<file path="src/rtl/lio_pkg.sv">
// Constants, types and register map of the logical signal bank.
//
// How it works
// - Thirty-two logical outputs carry binary values produced by user logic.
// - Each output value is available to functions, groups, relays and indicators.
// - Software can read the present state of every logical output.
// - Thirty-two logical inputs follow set and clear commands from mimic or software.
// - Every logical input is zero after any restart of the device.
// - A hold-mode input goes to one on set, stays until clear or restart.
// - A pulse-mode input goes to one on set, returns to zero after 5 ms.
// - Every logical input has its own hold or pulse mode bit.
// - Rising changes make ON events and falling changes make OFF events.
// - Enable bits choose ON, OFF or both events; others are discarded.
// - Each event carries a time stamp and its group identifier.
// - A falling-edge delay lets an output outlast the 5 ms input pulse.
package lio_pkg;
    // Bank size and timing.
    localparam int LIO_N        = 32;
    localparam int LIO_EV_N     = 4 * LIO_N;
    localparam int LIO_CLK_NS   = 100;
    localparam int LIO_MS_NS    = 1000000;
    localparam int LIO_MS_CYC   = (LIO_MS_NS + LIO_CLK_NS - 1) / LIO_CLK_NS;
    localparam int LIO_PULSE_MS = 5;
    localparam int LIO_PRE_W    = 14;

    // Register offsets, byte addresses of 32-bit words.
    localparam logic [7:0] LIO_OFS_LO_STAT  = 8'h00;
    localparam logic [7:0] LIO_OFS_LI_STAT  = 8'h04;
    localparam logic [7:0] LIO_OFS_LI_MODE  = 8'h08;
    localparam logic [7:0] LIO_OFS_LI_SET   = 8'h0c;
    localparam logic [7:0] LIO_OFS_LI_CLR   = 8'h10;
    localparam logic [7:0] LIO_OFS_EVT_CFG  = 8'h14;
    localparam logic [7:0] LIO_OFS_DLY_EN   = 8'h18;
    localparam logic [7:0] LIO_OFS_DLY_MS   = 8'h1c;
    localparam logic [7:0] LIO_OFS_IRQ_STAT = 8'h20;
    localparam logic [7:0] LIO_OFS_IRQ_MASK = 8'h24;
    localparam logic [7:0] LIO_OFS_TSTAMP   = 8'h28;

    // Field positions.
    localparam int LIO_CFG_ON  = 0;
    localparam int LIO_CFG_OFF = 1;
    localparam int LIO_IRQ_OUT = 0;
    localparam int LIO_IRQ_IN  = 1;

    // Reset values.
    localparam logic [31:0] LIO_MODE_RST  = 32'h0000_0000;
    localparam logic [31:0] LIO_DLYEN_RST = 32'h0000_0000;
    localparam logic [1:0]  LIO_CFG_RST   = 2'h3;
    localparam logic [15:0] LIO_DLY_RST   = 16'h0000;
    localparam logic [1:0]  LIO_MASK_RST  = 2'h0;

    // Event group identifier.
    typedef enum logic {
        output_event_group = 1'b0,
        input_event_group  = 1'b1
    } lio_grp_e;

    // Register port request.
    typedef struct packed {
        logic       wr;
        logic       rd;
        logic [7:0] addr;
        logic [31:0] wdata;
    } lio_bus_s;

    // Mimic switch commands, one bit per logical input.
    typedef struct packed {
        logic [31:0] set;
        logic [31:0] clr;
    } lio_cmd_s;

    // Event towards the main event buffer.
    typedef struct packed {
        logic        valid;
        lio_grp_e    grp;
        logic [4:0]  idx;
        logic        on;
        logic [31:0] stamp;
    } lio_evt_s;
endpackage

</file>
<file path="src/rtl/lio_in_cell.sv">
// One logical input with hold and pulse behaviour.
`timescale 1ns/10ps
`default_nettype none
module lio_in_cell #(
    parameter int unsigned MS_CYCLES = lio_pkg::LIO_MS_CYC
) (
    // Clock and reset.
    input  wire logic i_clk,
    input  wire logic i_rst,
    // Commands and mode.
    input  wire logic i_set,
    input  wire logic i_clr,
    input  wire logic i_pulse,
    // State.
    output logic      o_state
);
    import lio_pkg::*;

    logic [LIO_PRE_W-1:0] pre_r;
    logic [2:0]           ms_r;
    logic                 state_r;
    logic [LIO_PRE_W-1:0] pre_nxt;
    logic [2:0]           ms_nxt;
    logic                 state_nxt;
    wire                  busy;
    wire                  pre_end;
    wire                  pulse_end;
    int                   hi_cnt;

    // A pulse runs while the input is high in pulse mode.
    assign busy      = state_r & i_pulse;
    assign pre_end   = (pre_r == LIO_PRE_W'(MS_CYCLES - 1));
    assign pulse_end = busy & pre_end & (ms_r == 3'(LIO_PULSE_MS - 1));

    // Set wins over clear; a set restarts the millisecond divider.
    assign state_nxt = i_set ? 1'b1 : ((i_clr | pulse_end) ? 1'b0 : state_r);
    assign pre_nxt   = (i_set | ~busy | pre_end) ? '0 : pre_r + 1'b1;
    assign ms_nxt    = (i_set | ~busy) ? 3'h0 : (pre_end ? ms_r + 3'h1 : ms_r);

    // State and timers; reset clears the input.
    always_ff @(posedge i_clk or posedge i_rst) begin
        if (i_rst) begin
            state_r <= 1'b0;
            pre_r   <= '0;
            ms_r    <= 3'h0;
        end else begin
            state_r <= state_nxt;
            pre_r   <= pre_nxt;
            ms_r    <= ms_nxt;
        end
    end

    assign o_state = state_r;

    // Cycles spent high in one pulse, for checking only.
    always_ff @(posedge i_clk or posedge i_rst) begin
        if (i_rst) begin
            hi_cnt <= 0;
        end else begin
            hi_cnt <= (i_set | ~busy) ? 0 : hi_cnt + 1;
        end
    end
endmodule
`default_nettype wire

</file>
<file path="src/rtl/lio_bank.sv">
// Logical output and logical input bank with events and register port.
//
// The placing of the registers and the plain strobed port were chosen for this implementation.
`timescale 1ns/10ps
`default_nettype none
module lio_bank #(
    parameter int unsigned MS_CYCLES = lio_pkg::LIO_MS_CYC
) (
    // Clock and reset.
    input  wire logic              i_clk,
    input  wire logic              i_rst,
    // Register port.
    input  wire lio_pkg::lio_bus_s i_bus,
    output logic [31:0]            o_rdata,
    // Logical outputs from user logic and towards consumers.
    input  wire logic [31:0]       i_lo_val,
    output logic [31:0]            o_lo_val,
    // Logical inputs from the mimic and towards user logic.
    input  wire lio_pkg::lio_cmd_s i_mimic,
    output logic [31:0]            o_li_val,
    // Events and interrupt.
    output lio_pkg::lio_evt_s      o_evt,
    output logic                   o_irq
);
    import lio_pkg::*;

    // Lowest set bit of an event request vector.
    function automatic logic [6:0] first_set(input logic [LIO_EV_N-1:0] v);
        logic [6:0] idx;
        idx = 7'h0;
        for (int k = LIO_EV_N - 1; k >= 0; k--) begin
            if (v[k]) begin
                idx = 7'(k);
            end
        end
        return idx;
    endfunction

    // Software registers.
    logic [31:0]          mode_r;
    logic [1:0]           cfg_r;
    logic [31:0]          dlyen_r;
    logic [15:0]          dly_r;
    logic [1:0]           istat_r;
    logic [1:0]           imask_r;
    logic [31:0]          rdata_r;

    // Block state.
    logic [LIO_PRE_W-1:0] pre_r;
    logic [31:0]          stamp_r;
    logic [31:0]          lo_r;
    logic [31:0]          lo_prev_r;
    logic [31:0]          li_prev_r;
    logic [LIO_EV_N-1:0]  pend_r;
    lio_evt_s             evt_r;

    // Next values and decode.
    logic [31:0]          lo_nxt;
    logic [31:0]          li_val;
    logic [31:0]          li_set;
    logic [31:0]          li_clr;
    logic [31:0]          rd_word;
    logic [LIO_EV_N-1:0]  en_mask;
    logic [LIO_EV_N-1:0]  new_ev;
    logic [LIO_EV_N-1:0]  live;
    logic [LIO_EV_N-1:0]  clr_vec;
    logic [LIO_EV_N-1:0]  pend_nxt;
    logic [6:0]           sel_idx;
    logic [1:0]           ev_hit;
    logic [1:0]           istat_nxt;
    logic [31:0]          lo_chg;
    logic [31:0]          li_chg;
    wire                  ms_tick;
    wire                  ev_any;
    wire                  on_en;
    wire                  off_en;

    // Register write decode.
    wire wr_mode  = i_bus.wr && (i_bus.addr == LIO_OFS_LI_MODE);
    wire wr_set   = i_bus.wr && (i_bus.addr == LIO_OFS_LI_SET);
    wire wr_clr   = i_bus.wr && (i_bus.addr == LIO_OFS_LI_CLR);
    wire wr_cfg   = i_bus.wr && (i_bus.addr == LIO_OFS_EVT_CFG);
    wire wr_dlyen = i_bus.wr && (i_bus.addr == LIO_OFS_DLY_EN);
    wire wr_dly   = i_bus.wr && (i_bus.addr == LIO_OFS_DLY_MS);
    wire wr_istat = i_bus.wr && (i_bus.addr == LIO_OFS_IRQ_STAT);
    wire wr_imask = i_bus.wr && (i_bus.addr == LIO_OFS_IRQ_MASK);

    // Millisecond tick shared by the time stamp and the output delays.
    assign ms_tick = (pre_r == LIO_PRE_W'(MS_CYCLES - 1));

    always_ff @(posedge i_clk or posedge i_rst) begin
        if (i_rst) begin
            pre_r   <= '0;
            stamp_r <= 32'h0000_0000;
        end else begin
            pre_r   <= ms_tick ? '0 : pre_r + 1'b1;
            stamp_r <= ms_tick ? stamp_r + 32'h1 : stamp_r;
        end
    end

    // Software registers; mode bits pick hold or pulse per input.
    always_ff @(posedge i_clk or posedge i_rst) begin
        if (i_rst) begin
            mode_r  <= LIO_MODE_RST;
            cfg_r   <= LIO_CFG_RST;
            dlyen_r <= LIO_DLYEN_RST;
            dly_r   <= LIO_DLY_RST;
            imask_r <= LIO_MASK_RST;
        end else begin
            if (wr_mode) begin
                mode_r <= i_bus.wdata;
            end
            if (wr_cfg) begin
                cfg_r <= i_bus.wdata[1:0];
            end
            if (wr_dlyen) begin
                dlyen_r <= i_bus.wdata;
            end
            if (wr_dly) begin
                dly_r <= i_bus.wdata[15:0];
            end
            if (wr_imask) begin
                imask_r <= i_bus.wdata[1:0];
            end
        end
    end

    // Logical outputs: each one follows user logic, and an enabled
    // falling-edge delay holds it high for the set number of shared millisecond ticks
    // after the source falls, so a short input pulse can be stretched.
    for (genvar g = 0; g < LIO_N; g++) begin : g_lo
        logic [15:0] cnt_r;
        wire         cnt_busy = (cnt_r != 16'h0000);

        always_ff @(posedge i_clk or posedge i_rst) begin
            if (i_rst) begin
                cnt_r <= 16'h0000;
            end else if (i_lo_val[g]) begin
                cnt_r <= dly_r;
            end else if (cnt_busy && ms_tick) begin
                cnt_r <= cnt_r - 16'h0001;
            end
        end

        assign lo_nxt[g] = i_lo_val[g] | (dlyen_r[g] & cnt_busy);
    end

    // Registered output values feed functions, groups, relays and LEDs.
    always_ff @(posedge i_clk or posedge i_rst) begin
        if (i_rst) begin
            lo_r <= 32'h0000_0000;
        end else begin
            lo_r <= lo_nxt;
        end
    end

    assign o_lo_val = lo_r;

    // Commands from the mimic and from software merge per input.
    assign li_set = i_mimic.set | (wr_set ? i_bus.wdata : 32'h0000_0000);
    assign li_clr = i_mimic.clr | (wr_clr ? i_bus.wdata : 32'h0000_0000);

    // Thirty-two logical input cells.
    for (genvar g = 0; g < LIO_N; g++) begin : g_li
        lio_in_cell #(
            .MS_CYCLES (MS_CYCLES)
        ) u_cell (
            .i_clk   (i_clk),
            .i_rst   (i_rst),
            .i_set   (li_set[g]),
            .i_clr   (li_clr[g]),
            .i_pulse (mode_r[g]),
            .o_state (li_val[g])
        );
    end

    assign o_li_val = li_val;

    // Change detection: rising gives ON, falling gives OFF. The request
    // vector holds output ON, output OFF, input ON, input OFF, 32 each.
    assign on_en   = cfg_r[LIO_CFG_ON];
    assign off_en  = cfg_r[LIO_CFG_OFF];
    assign lo_chg  = lo_r ^ lo_prev_r;
    assign li_chg  = li_val ^ li_prev_r;
    assign en_mask = {{LIO_N{off_en}}, {LIO_N{on_en}},
                      {LIO_N{off_en}}, {LIO_N{on_en}}};
    assign new_ev  = {li_chg & ~li_val, li_chg & li_val,
                      lo_chg & ~lo_r, lo_chg & lo_r} & en_mask;

    // One event leaves per cycle, lowest request first. A request whose
    // kind is disabled is dropped, and a new one wins over its own clear.
    assign live     = pend_r & en_mask;
    assign ev_any   = |live;
    assign sel_idx  = first_set(live);
    assign clr_vec  = ev_any ? (LIO_EV_N'(1) << sel_idx) : '0;
    assign pend_nxt = ((live & ~clr_vec) | new_ev) & en_mask;

    always_ff @(posedge i_clk or posedge i_rst) begin
        if (i_rst) begin
            lo_prev_r <= 32'h0000_0000;
            li_prev_r <= 32'h0000_0000;
            pend_r    <= '0;
        end else begin
            lo_prev_r <= lo_r;
            li_prev_r <= li_val;
            pend_r    <= pend_nxt;
        end
    end

    // Event word with group, index, kind and millisecond stamp.
    always_ff @(posedge i_clk or posedge i_rst) begin
        if (i_rst) begin
            evt_r <= '0;
        end else begin
            evt_r.valid <= ev_any;
            evt_r.grp   <= lio_grp_e'(sel_idx[6]);
            evt_r.idx   <= sel_idx[4:0];
            evt_r.on    <= ~sel_idx[5];
            evt_r.stamp <= stamp_r;
        end
    end

    assign o_evt = evt_r;

    // Interrupt status: sticky per group, write one to clear, set wins.
    assign ev_hit    = {ev_any & sel_idx[6], ev_any & ~sel_idx[6]};
    assign istat_nxt = (istat_r & ~(wr_istat ? i_bus.wdata[1:0] : 2'h0)) | ev_hit;

    always_ff @(posedge i_clk or posedge i_rst) begin
        if (i_rst) begin
            istat_r <= 2'h0;
        end else begin
            istat_r <= istat_nxt;
        end
    end

    assign o_irq = |(istat_r & imask_r);

    // Read selection; unmapped addresses read zero.
    always_comb begin
        case (i_bus.addr)
            LIO_OFS_LO_STAT:  rd_word = lo_r;
            LIO_OFS_LI_STAT:  rd_word = li_val;
            LIO_OFS_LI_MODE:  rd_word = mode_r;
            LIO_OFS_EVT_CFG:  rd_word = {30'h0, cfg_r};
            LIO_OFS_DLY_EN:   rd_word = dlyen_r;
            LIO_OFS_DLY_MS:   rd_word = {16'h0000, dly_r};
            LIO_OFS_IRQ_STAT: rd_word = {30'h0, istat_r};
            LIO_OFS_IRQ_MASK: rd_word = {30'h0, imask_r};
            LIO_OFS_TSTAMP:   rd_word = stamp_r;
            default:          rd_word = 32'h0000_0000;
        endcase
    end

    // Read data stand only in the cycle after the read strobe.
    always_ff @(posedge i_clk or posedge i_rst) begin
        if (i_rst) begin
            rdata_r <= 32'h0000_0000;
        end else begin
            rdata_r <= i_bus.rd ? rd_word : 32'h0000_0000;
        end
    end

    assign o_rdata = rdata_r;
endmodule
`default_nettype wire

</file>
<file path="config.mk">
export PLATFORM = sky130hd
export DESIGN_NAME = lio_bank
export DESIGN_NICKNAME = d
export VERILOG_FILES = /design/src/rtl/lio_pkg.sv /design/src/rtl/lio_in_cell.sv /design/src/rtl/lio_bank.sv
export SDC_FILE = /design/constraint.sdc
export NUM_CORES = 2
export LEC_CHECK = 0
export BUFFER_PORTS_ARGS = -buffer_cell sky130_fd_sc_hd__buf_2
export CORE_AREA = 2 2 436 438
export CTS_BUF_LIST = sky130_fd_sc_hd__clkbuf_8
export DETAILED_ROUTE_END_ITERATION = 8
export DIE_AREA = 0 0 438 440
export PLACE_DENSITY = 0.6
export RECOVER_POWER = 50
export SETUP_SLACK_MARGIN = 0.1
export SKIP_CTS_REPAIR_TIMING = 1
export SYNTH_ARGS = -nofsm -noshare
export SYNTH_HDL_FRONTEND = slang
export SYNTH_SLANG_ARGS = --single-unit
</file>
<file path="constraint.sdc">
create_clock -name i_clk -period 50.6 [get_ports i_clk]
set_clock_uncertainty 0.15 [all_clocks]
set_input_delay 0 -clock i_clk [delete_from_list [all_inputs] [get_ports i_clk]]
set_output_delay 0 -clock i_clk [all_outputs]
set_load 0.005 [all_outputs]
</file>
## Yosys cells after proc, flatten, opt, wreduce, memory -nomap -nowiden

Index checks and enable logic that the tools add are counted.

- Register bits: 1516
- Word-level logic and storage cells: 1162

- Shift-type cells: 1
- Bitwise gates (word level): 312
- Multiplexer cells: 359
- Reductions and logical operators: 171
- Add/subtract/negate cells: 98
- Equal/unequal tests: 75

Operators with widths:

| cell | count |
|---|---|
| 16-bit two-way mux | 64 |
| 7-bit two-way mux | 128 |
| 128-bit bitwise AND | 4 |
| 16-bit nonzero test | 32 |
| 16-bit by 1-bit subtractor with 16-bit output, second input constant | 32 |
| 14-bit by 1-bit adder with 14-bit output, second input constant | 33 |
| 14-bit equality test, second input constant | 33 |
| 14-bit two-way mux | 33 |
| 32-bit one-hot mux with 9 select lines | 1 |
| 3-bit two-way mux | 64 |
| 2-bit nonzero test | 96 |
| 1-bit bitwise AND | 130 |
| 32-bit bitwise AND | 4 |
| 128-bit two-way mux | 1 |
| 128-bit NOT | 1 |
| 1-bit bitwise OR | 128 |
| 128-bit bitwise OR | 1 |
| 128-bit OR reduction | 1 |
| 1-bit by 7-bit left shift with 128-bit output, first input constant | 1 |
| 3-bit by 1-bit adder with 3-bit output, second input constant | 32 |
| 3-bit equality test, second input constant | 32 |
| 32-bit two-way mux | 3 |
| 1-bit two-way mux | 64 |
| 32-bit NOT | 2 |
| other kinds (15) | 96 |

## Depth between registers and ports, before layout

- Word-level depth: 135
- Depth in mapped cells: 13
- Depth with buffers taken out: 10

## Cells and area by module

A second synthesis with hierarchy kept.

- Cells, all modules: 7823
- Area total of the unflattened synthesis: 76444.6 µm²

Modules (own cells, without submodules):

| module | cells an instance | area an instance (µm²) | instances | sequential area each (µm²) |
|---|---|---|---|---|
| lio_bank | 5071 | 47536.8 | 1 | 23525.1 |
| lio_in_cell | 86 | 903.4 | 32 | 450.4 |

## Least setup slack after synthesis

Ideal clock, no wire load.

- Path kind: register to register
- Start point: register g_lo[8].cnt_r[0]
- End point: register g_lo[8].cnt_r[13]
- Slack: 47646 ps
- Buffers on the path: 0
- Stages on the path, launching flop included: 11
- Setup time: 83 ps
- Required time: 50367 ps
- Arrival time: 2721 ps
- Path through: dfrtp_1 -> inv_1 -> ha_1 -> or3b_2 -> or4_1 -> o31ai_1 -> nand4b_1 -> or2_1 -> nor4_1 -> xnor2_1 -> o21ai_0

- Longest elaborated chain between the ends: 3
- Elaborated cells between the ends (all ways): 6
- Those cells by class: add/sub (1); mux (2); reduce/logical (3)

Ends and longest elaborated chain:

| element | line | RTL |
|---|---|---|
| from (decl) | lio_bank.sv:132 | `logic [15:0] cnt_r;` |
| from (signal assigned) | lio_bank.sv:139 | `cnt_r <= dly_r;` |
| from (signal assigned) | lio_bank.sv:141 | `cnt_r <= cnt_r - 16'h0001;` |
| 16-bit by 1-bit subtractor with 16-bit output / 16-bit nonzero test (equally long branches) | lio_bank.sv:141, lio_bank.sv:133 |  |
| 16-bit two-way mux / 1-bit logical AND (equally long branches) | lio_bank.sv:140 | `end else if (cnt_busy && ms_tick) begin` |
| 16-bit two-way mux / 2-bit nonzero test (equally long branches) | -- |  |

Parallel ways exist; a longest one is shown, timed or not. The select of a mux whose other input is x is not followed.
A chain may end at the register's enable or synchronous reset.

==> results.txt <==
status: finished, violations left
failing checks: max-capacitance violations, max-slew violations
crit end category: async pin
final RePlAce weighted congestion: 0.945
Logic pwr share: 8.5%
Routed WL: 230 mm
Tmin final: 15.88 ns
Power Internal: 1.98 mW
vias in the first global route: 56500
die area: 0.193 mm2
PwrDens: 31.0 mW/mm2
drt via density: 5.37
RSZ-0062 raised after global routing: false
Net Switching: 0.714 mW
ys async rst share: 100%
kind of critical path: in2async
P&R area growth vs syn: 16.4%
Wirelength per Cell: 20.7 um
slew margin rel.: -533%
1st-iter DRT viols: 4741
largest net degree at the start of global routing: 173
Worst-Skew Late Latency: 1.05 ns
Clock power frac: 43.5%
Post-Syn Nets: 8100
first-pass GRT wire length: 342 mm
Fin Setup TNS: 0 ns
worst-margin pin slew: 9.49 ns
deepest clock path buffer count: 4
layout cells sized above 1: 8.94%
worst slack, placed: 46.07 ns
TritonRoute pass-1 iters: 7
final-report hold violation count: 0
GRT overflow: 0
htree depth: 5
residual DRC count: 0
# IOs: 277
Rows: 160
Die H: 440 um
sequential fraction of design power: 48.0%
clock slew at reported path FFs: 0.06 ns
Fillers: 17900
Max Slew Vio Count: 1185
root buf cell: clkbuf_8
CTS Buf Count: 278
Clock Sinks: 1516
WHS: 0.00142 ns
period utilization: 31.4%
Final Setup Violations: 0
sequential element share of the synthesized area: 50.8%
core area: 0.189 mm2
type of origin of the critical path: primary input
syn_area_per_cell: 9.54 um2
number of synthesized flops with an enable pin: 0
Distinct cells, synth: 89
Port Buf Inserts: 276
CTS tree: built
Worst EP required: 48.41 ns
main flop type after synthesis: dfrtp_1
WP data arrival: 13.68 ns
worst vdd ir: 24.9 uV
final worst slack: 34.72 ns
NumNets Final: 8695
starting density of the core: 39.6%
sw frac: 26.5%
warnings from Yosys: 0
initial antenna violation count: 17
max-cap violations: 17
total power: 2.70 mW
CP Max Fanout: 172
vias: 59800
Pleak: 37.4 nW
fmax: 63.0 MHz
#FFs+latches synth: 1516
Mapped Area: 0.0747 mm2
total track usage: 23.0%
die width: 438 um
Hold Crit Class: in2reg
Mapped Cells: 7830
Routed Antenna Nets: 0
Core Util, Final: 46.1%
HPWL after DPL: 150 mm
power groups by stage:
stage | clock, mW | combinational, mW | sequential (mW)
finish | 1.17 | 0.230 | 1.29
global route | 1.26 | 0.255 | 1.30
CTS | 1.20 | 0.207 | 1.29
detailed placement | 0 | 0.206 | 1.31
global placement | 0 | 0.202 | 1.31
floorplan | 0 | 0.141 | 1.30
final timing paths:
check                                         start                        to  slack [ns]  cells after the start
max                                           i_rst                 dly_r[10]       34.72                      6
min                                     i_lo_val[2]          g_lo[2].cnt_r[9]       0.001                      4
max reg2reg                                cfg_r[0]                pend_r[71]       44.35                      7
min reg2reg                g_li[28].u_cell.pre_r[0]  g_li[28].u_cell.pre_r[0]        0.30                      1
max in group i_clk                         cfg_r[0]                pend_r[71]       44.35                      7
min in group asynchronous                     i_rst   g_li[24].u_cell.ms_r[0]        1.43                      4
registers in the layout, indices dropped and copies added (netlist names), 14 cells and up:
register,cells
g_li.u_cell.pre_r,448
g_lo.cnt_r,512
g_li.u_cell.ms_r,96
dlyen_r,32
o_rdata,32
li_prev_r,32
dly_r,16
stamp_r,32
mode_r,32
lo_prev_r,32
o_lo_val,32
o_evt,40
pend_r,128
g_li.u_cell.o_state,32
pre_r,14
per-stage QoR:
step | cell area [um2] | instances
after global routing | 86900 | 11100
after detailed placement | 78300 | 10300
after floorplan | 74700 | 7830
final | 86900 | 11100
after CTS | 83700 | 10800
after global placement | 78300 | 10300
critical path, stage by stage:
cell and delay [ns]:
dlygate4sd3_1 0.53, buf_2 0.11, dlygate4sd3_1 0.55, clkinvlp_2 2.76, clkbuf_1 2.61, clkbuf_1 6.80
cell usage after synthesis (35+ instances only):
master	count	area share, %
nor3_1	196	1.3
nand2_1	870	4.4
a22oi_1	69	0.69
o31ai_1	40	0.40
nand3_1	309	2.1
xor2_1	407	4.8
nor2_1	965	4.8
o21ai_0	588	3.9
nor2b_1	87	0.73
ha_1	130	2.2
xnor2_1	539	6.3
nor4_1	125	1.0
nand2b_1	73	0.61
buf_4	35	0.35
and3_1	137	1.1
or3_1	77	0.64
a21oi_1	240	1.6
a311oi_1	47	0.55
dfrtp_1	1514	51
inv_1	276	1.4
clkbuf_1	302	1.5
or4_1	43	0.43
a21o_1	51	0.51
nor4b_1	41	0.48
a31oi_1	73	0.61
nand4_1	133	1.1
mux2_2	90	1.4
kinds of logic (layout without fill, tap and decap cells):
family	count (synthesis)	in the layout	share of synthesized area [%]
compound gates	1286	1286	10.4
xor+xnor	946	946	11.1
fa+ha+maj	130	130	2.18
buf+inv	643	1416	3.45
flops	1516	1516	50.8
mux	116	116	1.71
other cells	0	10	0
simple gates	3193	3193	20.4
layout make-up:
class	count	area, um2	share of cell area [%]
repair buffers	680	5110	5.88
diodes	10	25.0	0.0288
clock inverters	108	631	0.726
clock buffers	350	4820	5.54
well taps	2511	3140	3.61
inverters	278	1040	1.20
multi-input cells	5671	34200	39.3
flip-flops and latches	1516	38000	43.7
layout by cell type, fill, tap and decap left out, drive strengths merged, types with 240 or more instances in the layout:
master,n
dfrtp,1514
nor2,965
nand2,870
o21ai,601
xnor2,539
clkbuf,462
xor2,407
inv,351
dlygate4sd3,347
nand3,309
a21oi,240
layer usage:
layer	vias to the layer above	GRT usage, %	part of all wire [%]
li1	28100	-	-
met2	1823	36.9	47
met4	6	11.5	5.2
met5	-	0	0.019
met1	29300	29.9	42
met3	521	4.26	6.0
Note: power is estimated with default switching activity, not from simulation.
